### src/dcr_pkg.sv
/*
 * dcr_pkg: shared constants and carriers for the downconverter control bank.
 * assumes: one command port delivers an address with its payload, low byte first.
 */
package dcr_pkg;
   // ---------------------------------------------------------------
   // register addresses
   // ---------------------------------------------------------------
   localparam logic [7:0] ADDR_POWER_UP_RESTORE = 8'h01;
   localparam logic [7:0] ADDR_ACTIVITY_LED = 8'h02;
   localparam logic [7:0] ADDR_LOW_POWER = 8'h05;
   localparam logic [7:0] ADDR_RF_TUNING_WORD = 8'h10;
   localparam logic [7:0] ADDR_ATTENUATOR = 8'h12;
   localparam logic [7:0] ADDR_REF_SOURCE = 8'h14;
   localparam logic [7:0] ADDR_OSC_TRIM = 8'h15;
   localparam logic [7:0] ADDR_IF_TAP = 8'h16;
   localparam logic [7:0] ADDR_GAIN_TARGET = 8'h17;
   localparam logic [7:0] ADDR_TUNING_STEP = 8'h18;
   localparam logic [7:0] ADDR_QUERY_FIRST = 8'h19; // query space starts here
   localparam logic [7:0] ADDR_QUERY_LAST = 8'h1D;
   // ---------------------------------------------------------------
   // field positions
   // ---------------------------------------------------------------
   localparam int BIT_ENABLE = 0;      // bit 0 of one-byte controls
   localparam int BIT_REF_LOCK = 0;
   localparam int BIT_REF_10MHZ = 2;
   localparam int BIT_ATTEN_NUM = 8;
   localparam int BIT_ATTEN_CH = 9;
   localparam int BIT_GAIN_NEG = 14;
   localparam int BIT_GAIN_CH = 15;
   localparam int ATTEN_W = 8;
   localparam int TRIM_W = 14;
   localparam int GAIN_W = 14;
   localparam logic [7:0] ATTEN_MAX_DB = 8'h1E; // one attenuator spans 0..30 dB
   // ---------------------------------------------------------------
   // reset values
   // ---------------------------------------------------------------
   localparam logic [31:0] RST_TUNING_WORD = 32'h0000_0000;
   localparam logic [13:0] RST_TRIM = 14'h2000;
   localparam logic [7:0] RST_ATTEN = 8'h00;
   // ---------------------------------------------------------------
   // carriers
   // ---------------------------------------------------------------
   typedef struct packed {
      logic [7:0] addr;   // register address
      logic [31:0] data;  // payload, unused upper bytes zero
   } dcr_cmd_t;
   typedef struct packed {
      logic use_pll;      // lock internal oscillator to external
      logic ref_10mhz;    // expected external frequency is 10 MHz
   } dcr_ref_cfg_t;
endpackage
### src/dcr_control_regs.sv
/*
 * dcr_control_regs: write-only control bank of a dual channel downconverter.
 * assumes: cmd_valid_i marks one whole register write, already deframed;
 * the reference detector inputs are synchronous to core_clk_i.
 */
// How it works
// [RQ1] control writes never return data
// [RQ2] query writes return one result word
// [RQ3] address 0x01 restores power-up configuration
// [RQ4] address 0x02 bit 0 drives LED
// [RQ5] standby bit one powers analog down
// [RQ6] standby clear restores retained configuration
// [RQ7] address 0x10 loads 32-bit tuning word
// [RQ8] attenuation in dB, limited to 30
// [RQ9] bits 8,9 pick attenuator and channel
// [RQ10] internal oscillator, bypassed by external 100 MHz
// [RQ11] only 100 MHz external may bypass
// [RQ12] mode bit one locks oscillator externally
// [RQ13] bit 2 picks 100 or 10 MHz
// [RQ14] address 0x15 loads 14-bit trim
// [RQ15] address 0x16 bit 0 enables IF taps
// [RQ16] gain target sets both channel attenuators
// [RQ17] bit 14 sign, bit 15 channel
// [RQ18] address 0x18 picks 5 or 1 MHz step
// [RQ19] host sends register-defined payload lengths
`timescale 1ns/1ns
module dcr_control_regs #(
   parameter logic [7:0] MAX_GAIN_DB = 8'h3C // gain with both attenuators at zero
) (
   // clock and reset
   input wire logic core_clk_i,
   input wire logic reset_n_i,
   // command port
   input wire logic cmd_valid_i,
   input wire dcr_pkg::dcr_cmd_t cmd_i,
   // query answer
   output logic resp_valid_o,
   output logic [31:0] resp_data_o,
   // reference detector
   input wire logic ext_ref_present_i,
   input wire logic ext_ref_is_100mhz_i,
   // controls
   output logic led_on_o,
   output logic analog_pwr_en_o,
   output logic [31:0] rf_tuning_word_o,
   output logic [3:0][7:0] atten_db_o,
   output logic ref_bypass_o,
   output logic osc_pwr_en_o,
   output logic pll_lock_en_o,
   output logic ref_10mhz_o,
   output logic [13:0] osc_trim_value_o,
   output logic if_tap_en_o,
   output logic tune_1mhz_o
);
   // ---------------------------------------------------------------
   // helpers
   // ---------------------------------------------------------------
   // saturate a request to one attenuator's range
   function automatic logic [7:0] sat_atten(input logic [15:0] v);
      sat_atten = (v > 16'(dcr_pkg::ATTEN_MAX_DB)) ? dcr_pkg::ATTEN_MAX_DB : v[7:0];
   endfunction
   // total loss from target gain; negative targets need extra loss
   function automatic logic [15:0] gain_loss(input logic [15:0] p);
      logic [15:0] mag;
      mag = 16'(p[dcr_pkg::GAIN_W-1:0]);
      if (p[dcr_pkg::BIT_GAIN_NEG]) begin
         gain_loss = 16'(MAX_GAIN_DB) + mag;
      end else if (mag >= 16'(MAX_GAIN_DB)) begin
         gain_loss = 16'h0000; // nearest achievable is full gain
      end else begin
         gain_loss = 16'(MAX_GAIN_DB) - mag;
      end
   endfunction

   // ---------------------------------------------------------------
   // decode
   // ---------------------------------------------------------------
   logic [7:0] a; // address of the current write
   logic [31:0] d; // payload of the current write
   logic restore; // power-up restore strobe
   logic is_query;
   logic [15:0] loss; // total loss for a gain write
   logic [7:0] loss_a1;
   logic [7:0] loss_a2;
   assign a = cmd_i.addr;
   assign d = cmd_i.data;
   // payload byte is ignored, only the address matters
   assign restore = cmd_valid_i && (a == dcr_pkg::ADDR_POWER_UP_RESTORE); // RQ3
   assign is_query = cmd_valid_i && (a >= dcr_pkg::ADDR_QUERY_FIRST) && (a <= dcr_pkg::ADDR_QUERY_LAST);
   assign loss = gain_loss(d[15:0]); // RQ16 RQ17
   // fill attenuator one first, rest to attenuator two; saturation keeps nearest
   assign loss_a1 = sat_atten(loss); // RQ16
   assign loss_a2 = sat_atten(loss - 16'(loss_a1)); // RQ16

   // ---------------------------------------------------------------
   // registers
   // ---------------------------------------------------------------
   logic led_reg;
   logic standby_reg;
   logic [31:0] tuning_reg;
   logic [3:0][7:0] atten_reg; // index {channel, attenuator}
   dcr_pkg::dcr_ref_cfg_t ref_reg;
   logic [13:0] trim_reg;
   logic if_tap_reg;
   logic step_reg;
   logic resp_valid_reg;
   logic [31:0] resp_data_reg;

   // activity indicator
   always_ff @(posedge core_clk_i or negedge reset_n_i) begin
      if (!reset_n_i) begin
         led_reg <= 1'b0;
      end else if (restore) begin
         led_reg <= 1'b0;
      end else if (cmd_valid_i && a == dcr_pkg::ADDR_ACTIVITY_LED) begin
         led_reg <= d[dcr_pkg::BIT_ENABLE]; // RQ4
      end
   end

   // standby only gates power; configuration stays put so leaving restores it
   always_ff @(posedge core_clk_i or negedge reset_n_i) begin
      if (!reset_n_i) begin
         standby_reg <= 1'b0;
      end else if (restore) begin
         standby_reg <= 1'b0;
      end else if (cmd_valid_i && a == dcr_pkg::ADDR_LOW_POWER) begin
         standby_reg <= d[dcr_pkg::BIT_ENABLE]; // RQ5 RQ6
      end
   end

   // tuning word and step
   always_ff @(posedge core_clk_i or negedge reset_n_i) begin
      if (!reset_n_i) begin
         tuning_reg <= dcr_pkg::RST_TUNING_WORD;
         step_reg <= 1'b0;
      end else if (restore) begin
         tuning_reg <= dcr_pkg::RST_TUNING_WORD;
         step_reg <= 1'b0;
      end else if (cmd_valid_i && a == dcr_pkg::ADDR_RF_TUNING_WORD) begin
         tuning_reg <= d; // RQ7
      end else if (cmd_valid_i && a == dcr_pkg::ADDR_TUNING_STEP) begin
         step_reg <= d[dcr_pkg::BIT_ENABLE]; // RQ18
      end
   end

   // attenuators: direct writes and gain targets share this store
   always_ff @(posedge core_clk_i or negedge reset_n_i) begin
      if (!reset_n_i) begin
         atten_reg <= {4{dcr_pkg::RST_ATTEN}};
      end else if (restore) begin
         atten_reg <= {4{dcr_pkg::RST_ATTEN}};
      end else if (cmd_valid_i && a == dcr_pkg::ADDR_ATTENUATOR) begin
         // out-of-range values are clipped rather than dropped
         atten_reg[{d[dcr_pkg::BIT_ATTEN_CH], d[dcr_pkg::BIT_ATTEN_NUM]}] <= sat_atten(16'(d[dcr_pkg::ATTEN_W-1:0])); // RQ8 RQ9
      end else if (cmd_valid_i && a == dcr_pkg::ADDR_GAIN_TARGET) begin
         atten_reg[{d[dcr_pkg::BIT_GAIN_CH], 1'b0}] <= loss_a1; // RQ16 RQ17
         atten_reg[{d[dcr_pkg::BIT_GAIN_CH], 1'b1}] <= loss_a2; // RQ16 RQ17
      end
   end

   // reference mode, trim and monitor taps
   always_ff @(posedge core_clk_i or negedge reset_n_i) begin
      if (!reset_n_i) begin
         ref_reg <= '0;
         trim_reg <= dcr_pkg::RST_TRIM;
         if_tap_reg <= 1'b0;
      end else if (restore) begin
         ref_reg <= '0;
         trim_reg <= dcr_pkg::RST_TRIM;
         if_tap_reg <= 1'b0;
      end else if (cmd_valid_i && a == dcr_pkg::ADDR_REF_SOURCE) begin
         ref_reg.use_pll <= d[dcr_pkg::BIT_REF_LOCK]; // RQ12
         ref_reg.ref_10mhz <= d[dcr_pkg::BIT_REF_10MHZ]; // RQ13
      end else if (cmd_valid_i && a == dcr_pkg::ADDR_OSC_TRIM) begin
         trim_reg <= d[dcr_pkg::TRIM_W-1:0]; // RQ14
      end else if (cmd_valid_i && a == dcr_pkg::ADDR_IF_TAP) begin
         if_tap_reg <= d[dcr_pkg::BIT_ENABLE]; // RQ15
      end
   end

   // query answer: one word a cycle after the write, control writes stay silent
   always_ff @(posedge core_clk_i or negedge reset_n_i) begin
      if (!reset_n_i) begin
         resp_valid_reg <= 1'b0;
         resp_data_reg <= 32'h0000_0000;
      end else begin
         resp_valid_reg <= is_query; // RQ1 RQ2
         if (is_query) begin
            // snapshot of mode flags, bit order of the status word
            resp_data_reg <= {16'h0000, ref_bypass_o, 1'b0, 1'b0, 1'b0, ext_ref_present_i,
                              ref_reg.use_pll, if_tap_reg, standby_reg, 8'h00}; // RQ2
         end
      end
   end

   // ---------------------------------------------------------------
   // outputs
   // ---------------------------------------------------------------
   // only an external 100 MHz source may replace the oscillator outright
   assign ref_bypass_o = !ref_reg.use_pll && ext_ref_present_i && ext_ref_is_100mhz_i; // RQ10 RQ11
   assign osc_pwr_en_o = !ref_bypass_o; // RQ10
   assign pll_lock_en_o = ref_reg.use_pll && ext_ref_present_i; // RQ12
   assign ref_10mhz_o = ref_reg.ref_10mhz; // RQ13
   assign analog_pwr_en_o = !standby_reg; // RQ5
   assign led_on_o = led_reg;
   assign rf_tuning_word_o = tuning_reg;
   assign atten_db_o = atten_reg;
   assign osc_trim_value_o = trim_reg;
   assign if_tap_en_o = if_tap_reg;
   assign tune_1mhz_o = step_reg;
   assign resp_valid_o = resp_valid_reg;
   assign resp_data_o = resp_data_reg;
endmodule

### config.mk
export PLATFORM = sky130hd
export DESIGN_NAME = dcr_control_regs
export DESIGN_NICKNAME = d
export VERILOG_FILES = /design/src/dcr_pkg.sv /design/src/dcr_control_regs.sv
export SDC_FILE = /design/constraint.sdc
export NUM_CORES = 1
export LEC_CHECK = 0
export BUFFER_PORTS_ARGS = -buffer_cell sky130_fd_sc_hd__buf_2
export CORE_MARGIN = 1.5
export CORE_UTILIZATION = 45
export CTS_BUF_LIST = sky130_fd_sc_hd__clkbuf_8
export CTS_CLUSTER_SIZE = 16
export DETAILED_ROUTE_END_ITERATION = 8
export PLACE_DENSITY = 0.71
export SETUP_SLACK_MARGIN = 0.02
export SYNTH_ARGS = -nofsm -noshare
export SYNTH_HDL_FRONTEND = slang
export SYNTH_SLANG_ARGS = --single-unit
export TNS_END_PERCENT = 1
### constraint.sdc
create_clock -name core_clk_i -period 1.7 [get_ports core_clk_i]
set_input_delay 0.255 -clock core_clk_i [delete_from_list [all_inputs] [get_ports core_clk_i]]
set_output_delay 0.255 -clock core_clk_i [all_outputs]
set_load 0.02 [all_outputs]
# Word level (Yosys, flattened, before mapping)
# Index checks and enable logic that the tools add are counted.
# totals
regBits,90
# classes
n_addsub,3
order_cmp,12
n_eq_ne,13
muxes,35
n_reduce_logical,32
# ops
op,n
two-way mux 32 bit,5
bitwise mux 32 bit,3
"== test 8 x 5 -> 1 bit, second input constant",7
two-way mux 8 bit,6
two-way mux 14 bit,3
"> comparator 16 x 5 -> 1 bit, second input constant",2
two-way mux 16 bit,2
logical AND 1 bit,18
demux 8 bit (select 1 bit),2
demux 8 bit (select 2 bit),1
subtractor 16 x 8 -> 16 bit,1
"adder 6 x 14 -> 15 bit, first input constant",1
"subtractor 6 x 14 -> 15 bit, first input constant",1
"greater-or-equal comparator 14 x 6 -> 1 bit, second input constant",1
nonzero test 2 bit,7
two-way mux 1 bit,11
"< comparator 2 x 3 -> 1 bit, second input constant",3
"== test 8 x 1 -> 1 bit, second input constant",1
"== test 8 x 2 -> 1 bit, second input constant",1
"== test 8 x 3 -> 1 bit, second input constant",1
"greater-or-equal comparator 8 x 5 -> 1 bit, second input constant",1
"> comparator 8 x 5 -> 1 bit, second input constant",1
"<= comparator 8 x 5 -> 1 bit, second input constant",1
"greater-or-equal comparator 2 x 1 -> 1 bit, second input constant",3
6 further kinds,12

# Depth between registers and ports, before layout
# logic_depth
depth_word,12
depth_mapped,19

# Worst setup path before layout
# No wires, ideal clock.
# synth_path
kind,input-to-reg
start,input port cmd_i[2] (netlist bit)
end,register atten_reg (netlist bit atten_db_o[8])
setup_ps,76
t_arrival_ps,4486
path_slack_ps,-2863
stages,19
path_cell_list,buf_6 -> clkbuf_1 -> inv_1 -> ha_1 -> or4b_4 -> a2111oi_4 -> o21ai_1 -> or4_4 -> a21o_1 -> o211ai_1 -> ha_1 -> clkbuf_1 -> nor2_1 -> mux2i_1 -> and3_1 -> o221ai_1 -> a2111oi_4 -> or3b_1 -> o21ai_1
# synth_via
elab_chain_len,12
word_cells_on_any_way,18
# synth_rtl
element,line,rtl
"start, declared",dcr_control_regs.sv:35,"input wire dcr_pkg::dcr_cmd_t cmd_i,"
subtractor 6 x 14 -> 15 bit / greater-or-equal comparator 14 x 6 -> 1 bit (equally long branches),"dcr_control_regs.sv:71, dcr_control_regs.sv:68",
two-way mux 16 bit,dcr_control_regs.sv:68,end else if (mag >= 16'(MAX_GAIN_DB)) begin
two-way mux 16 bit,dcr_control_regs.sv:66,if (p[dcr_pkg::BIT_GAIN_NEG]) begin
> comparator 16 x 5 -> 1 bit,dcr_control_regs.sv:60,sat_atten = (v > 16'(dcr_pkg::ATTEN_MAX_DB)) ? dcr_pkg::ATTEN_MAX_DB : v[7:0];
two-way mux 8 bit,dcr_control_regs.sv:60,
subtractor 16 x 8 -> 16 bit,dcr_control_regs.sv:93,assign loss_a2 = sat_atten(loss - 16'(loss_a1));
> comparator 16 x 5 -> 1 bit,dcr_control_regs.sv:60,
two-way mux 8 bit,dcr_control_regs.sv:60,
bitwise mux 32 bit,dcr_control_regs.sv:157,"atten_reg[{d[dcr_pkg::BIT_GAIN_CH], 1'b1}] <= loss_a2;"
two-way mux 32 bit,dcr_control_regs.sv:155,end else if (cmd_valid_i && a == dcr_pkg::ADDR_GAIN_TARGET) begin
two-way mux 32 bit *,dcr_control_regs.sv:152,end else if (cmd_valid_i && a == dcr_pkg::ADDR_ATTENUATOR) begin
two-way mux 32 bit *,dcr_control_regs.sv:150,end else if (restore) begin
"end signal, assigned",dcr_control_regs.sv:151,atten_reg <= {4{dcr_pkg::RST_ATTEN}};
"end signal, assigned by index",dcr_control_regs.sv:156,"atten_reg[{d[dcr_pkg::BIT_GAIN_CH], 1'b0}] <= loss_a1;"
"end signal, assigned by index",dcr_control_regs.sv:157,
"end, declared",dcr_control_regs.sv:101,logic [3:0][7:0] atten_reg;
# Mark *: on every way between the ends. The rest lies on a longest branch, timed or not. The select of a mux whose other input is x is not followed.
# A chain may end at the register's enable or synchronous reset.

# Worst setup path in the final report
# layout_path
start,input port cmd_i[3] (netlist bit)
end,register atten_reg (netlist bit atten_db_o[8])
# The elaborated chain is that of the path after synthesis.

==> reports/metrics.csv <==
stage,metric,value,unit
outcome,outcome,"finished, violations left",
outcome,violations,"DRC, setup timing",
setup_path,reg2regPathDepth,2,
sta,fin_crit_sh,208,%
power,pwr_density_cell,688,nW/µm²
layout,filler_cell_count,954,
sta,skew,0.00842,ns
synthesis,ys_top_cells_by_count,"nand2_1, dfrtp_1, nand3_1",
setup_path,critPathMaxFanout,4,
detailed_routing,drt-vias-per-instance,5.57,
sta,relSlewSlack,65.6,%
setup_path,crit_type,in -> reg,
grt,overflow,0,
floorplan,io_pins,164,
power,leakage,3.99,nW
floorplan,dieWidth,113,µm
sta,slew_violations,0,
setup_path,rrSetupSlack,0.68,ns
placement,dp_hpwl,13500,µm
setup_path,reg2reg_to,ref_reg[1],
clocking,clock-sinks,90,
grt,grtUsageTotal,28.0,%
sta,setup_ws,-1.84,ns
placement,gp_congestion,0.934,
power,total_power,5.28,mW
power,ir_drop,0.462,mV
synthesis,synthTopCellsByArea,"dfrtp_1, nand2_1, nand3_1",
floorplan,row_count,39,
detailed_routing,wl_per_cell,16.9,µm
clocking,clkLatencyLatePin,0.37,ns
synthesis,synth-seq-cells,90,
layout,drive_above_1_share,40.2,%
clocking,clockBufferDepth,2,
synthesis,syn_area,5400,µm²
clocking,htreeDepth,3,
synthesis,synth.top_cell.area_share,41.2,%
synthesis,yosysSeqAreaShare,41.7,%
synthesis,synth_edf_count,0,
sta,min_period,3.54,ns
detailed_routing,dr.pass1.iters,7,
synthesis,synth_ff_type,dfrtp_1,
worst_hold_path,whs_endpoint,rf_tuning_word_o[25],
worst_hold_path,hold_class,in -> reg,
detailed_routing,initialDrtViolationCount,619,
synthesis,ys_async_sr_fraction,100,%
clocking,cts_buffers,9,
synthesis,ys.warnings.count,0,
grt,grt_pass1_wl,28300,µm
floorplan,start_util,46.7,%
layout,syn2layout_area_growth,42.0,%
synthesis,synthCells,633,
synthesis,ys_types,71,
setup_path,end_kind,register,
detailed_routing,routed_wl,17600,µm
worst_hold_path,hp-start,cmd_i[25],
setup_path,r2r_start,ref_reg[1],
placement,pre_cts_ws,-2.25,ns
detailed_routing,num_vias,5821,
grt,grt_pass1_vias,5597,
placement,io_buffers,136,
floorplan,die_area,12700,µm²
floorplan,die_h,113,µm
clocking,post_cts_buffers,0,
sta,grt_setup_unrepaired,yes,
detailed_routing,postRouteAntennaNets,0,
detailed_routing,drc_errors,14,
job,maxCapViolations,0,
floorplan,core,11600,µm²
sta,final-setup-viol-count,20,
sta,fmax,283,MHz
synthesis,yosysTopAreaCell,dfrtp_1,
setup_path,cp-start-kind,primary input,
clocking,cts_tree,done,
worst_hold_path,hold_path_depth,3,
layout,fin_nets,949,
sta,worst_pin_slew,0.515,ns
setup_path,required,2.00,ns
clocking,clkTransAtPathRegs,0.10,ns
setup_path,worstPathArrival,3.83,ns
grt,antenna_found_initial,0,
synthesis,synth_most_common_cell,nand2_1,
sta,final-hold-violation-count,0,
clocking,cts-root-buf,clkbuf_8,
layout,n_antenna_cell,0,
grt,grt_max_degree,57,
synthesis,syn_area_per_cell,8.53,µm²
## kinds of logic after synthesis
family / Yosys count / synth area share [%]
other: 2 / 0.139
DFF: 90 / 41.7
buffers and inverters: 82 / 7.78
AOI/OAI and AO/OA: 141 / 18.4
adders and majority gates: 6 / 1.39
xor gates and xnor gates: 17 / 2.76
muxes: 9 / 1.81
and+or+nand+nor: 286 / 26.0
## layer usage
| metal | vias to the layer above | track usage, % | share of wire (%) |
|---|---|---|---|
| li1 | 2714 | - | - |
| met1 | 2832 | 37.6 | 43 |
| met2 | 252 | 46.7 | 49 |
| met3 | 23 | 4.59 | 6.6 |
| met4 | 0 | 8.61 | 1.7 |
| met5 | - | 0 | 0 |
## critical path, stage by stage
cell	delay, ns
buf_2	0.09
inv_2	0.05
ha_4	0.15
or4b_4	0.49
a2111oi_4	0.32
o21ai_2	0.09
or4_4	0.42
a21o_1	0.20
o211ai_1	0.20
ha_2	0.25
nor2_2	0.05
mux2i_1	0.12
and3_1	0.19
o221ai_2	0.11
a2111oi_4	0.27
or3b_1	0.42
o21ai_1	0.15
## worst max-delay path by stage
stage              from              to  cells past startpoint
3_3_place_gp   cmd_i[3]   atten_db_o[8]                     17
3_5_place_dp   cmd_i[2]   atten_db_o[8]                     17
2_1_floorplan  cmd_i[2]   atten_db_o[8]                     13
6_report       cmd_i[3]   atten_db_o[8]                     17
5_1_grt        cmd_i[3]  atten_db_o[27]                     17
4_1_cts        cmd_i[3]   atten_db_o[8]                     17
## report_power, final
part           internal, mW  total (mW)  switching [mW]
clock network         0.769        1.58           0.807
registers              2.28        2.36          0.0816
logic                 0.554        1.35           0.795
total                  3.60        5.28            1.68
## metrics by stage
stage / setup TNS [ns] / instances / util, % / hold slack [ns] / instance area [µm²]
floorplan: -42.06 / 659 / - / -0.0406 / 5540
global placement: -50.18 / 1029 / 62.8 / 0.0609 / 7260
detailed placement: -54.04 / 1029 / 62.8 / 0.0629 / 7260
CTS: -25.76 / 1046 / 65.6 / 0.0582 / 7580
global route: -28.61 / 1046 / 66.3 / 0.0623 / 7670
finish: -25.91 / 1046 / 66.3 / 0.0694 / 7670
## final cells by class
type | instances | area (µm²) | area share (%)
Multi-Input combinational cell | 487 | 3010 | 39.2
Tap cell | 143 | 179 | 2.33
Timing Repair Buffer | 296 | 1970 | 25.7
Sequential cell | 90 | 2250 | 29.4
Clock inverter | 5 | 60.1 | 0.783
Clock buffer | 11 | 151 | 1.97
Inverter | 14 | 52.6 | 0.685
## cell usage in the layout, fill, tap and decap left out, types with 4 or more instances in the layout
master    Yosys  layout
inv_1        14      12
buf_4        27     151
conb_1        2      28
clkbuf_8      0      11
and3_1        6       5
nor3_1       21      19
a21oi_1      25      20
a22oi_1       8       6
buf_2         3     133
and2_1       13      12
o21ai_0      31      27
buf_12        0       4
or3_4         0       4
or3_1         8       4
ha_1          6       4
a22o_1       15      15
a21o_1        5       5
or2_2         4       4
nor4_1        5       5
dfrtp_1      89      89
nand4_1       6       6
nor2_1       40      37
a31oi_1       7       7
nand3_1      45      44
xor2_1        6       6
buf_6         1       7
nand2b_1      6       6
mux2_2        6       6
o22ai_1       5       4
o31ai_1       6       6
nand2_1     104     102
xnor2_1      11      11
nor2b_1       9       9
o21ai_1       4       5
a21oi_2       0       5
## timing repair
item                                    CTS  global route
gates resized for setup                  28            19
endpoints found under the hold margin    89             0
endpoints found under the setup margin   41            42
hold buffers                              1             0
pin swaps                                 5             5
(Power assumes the default switching activity.)
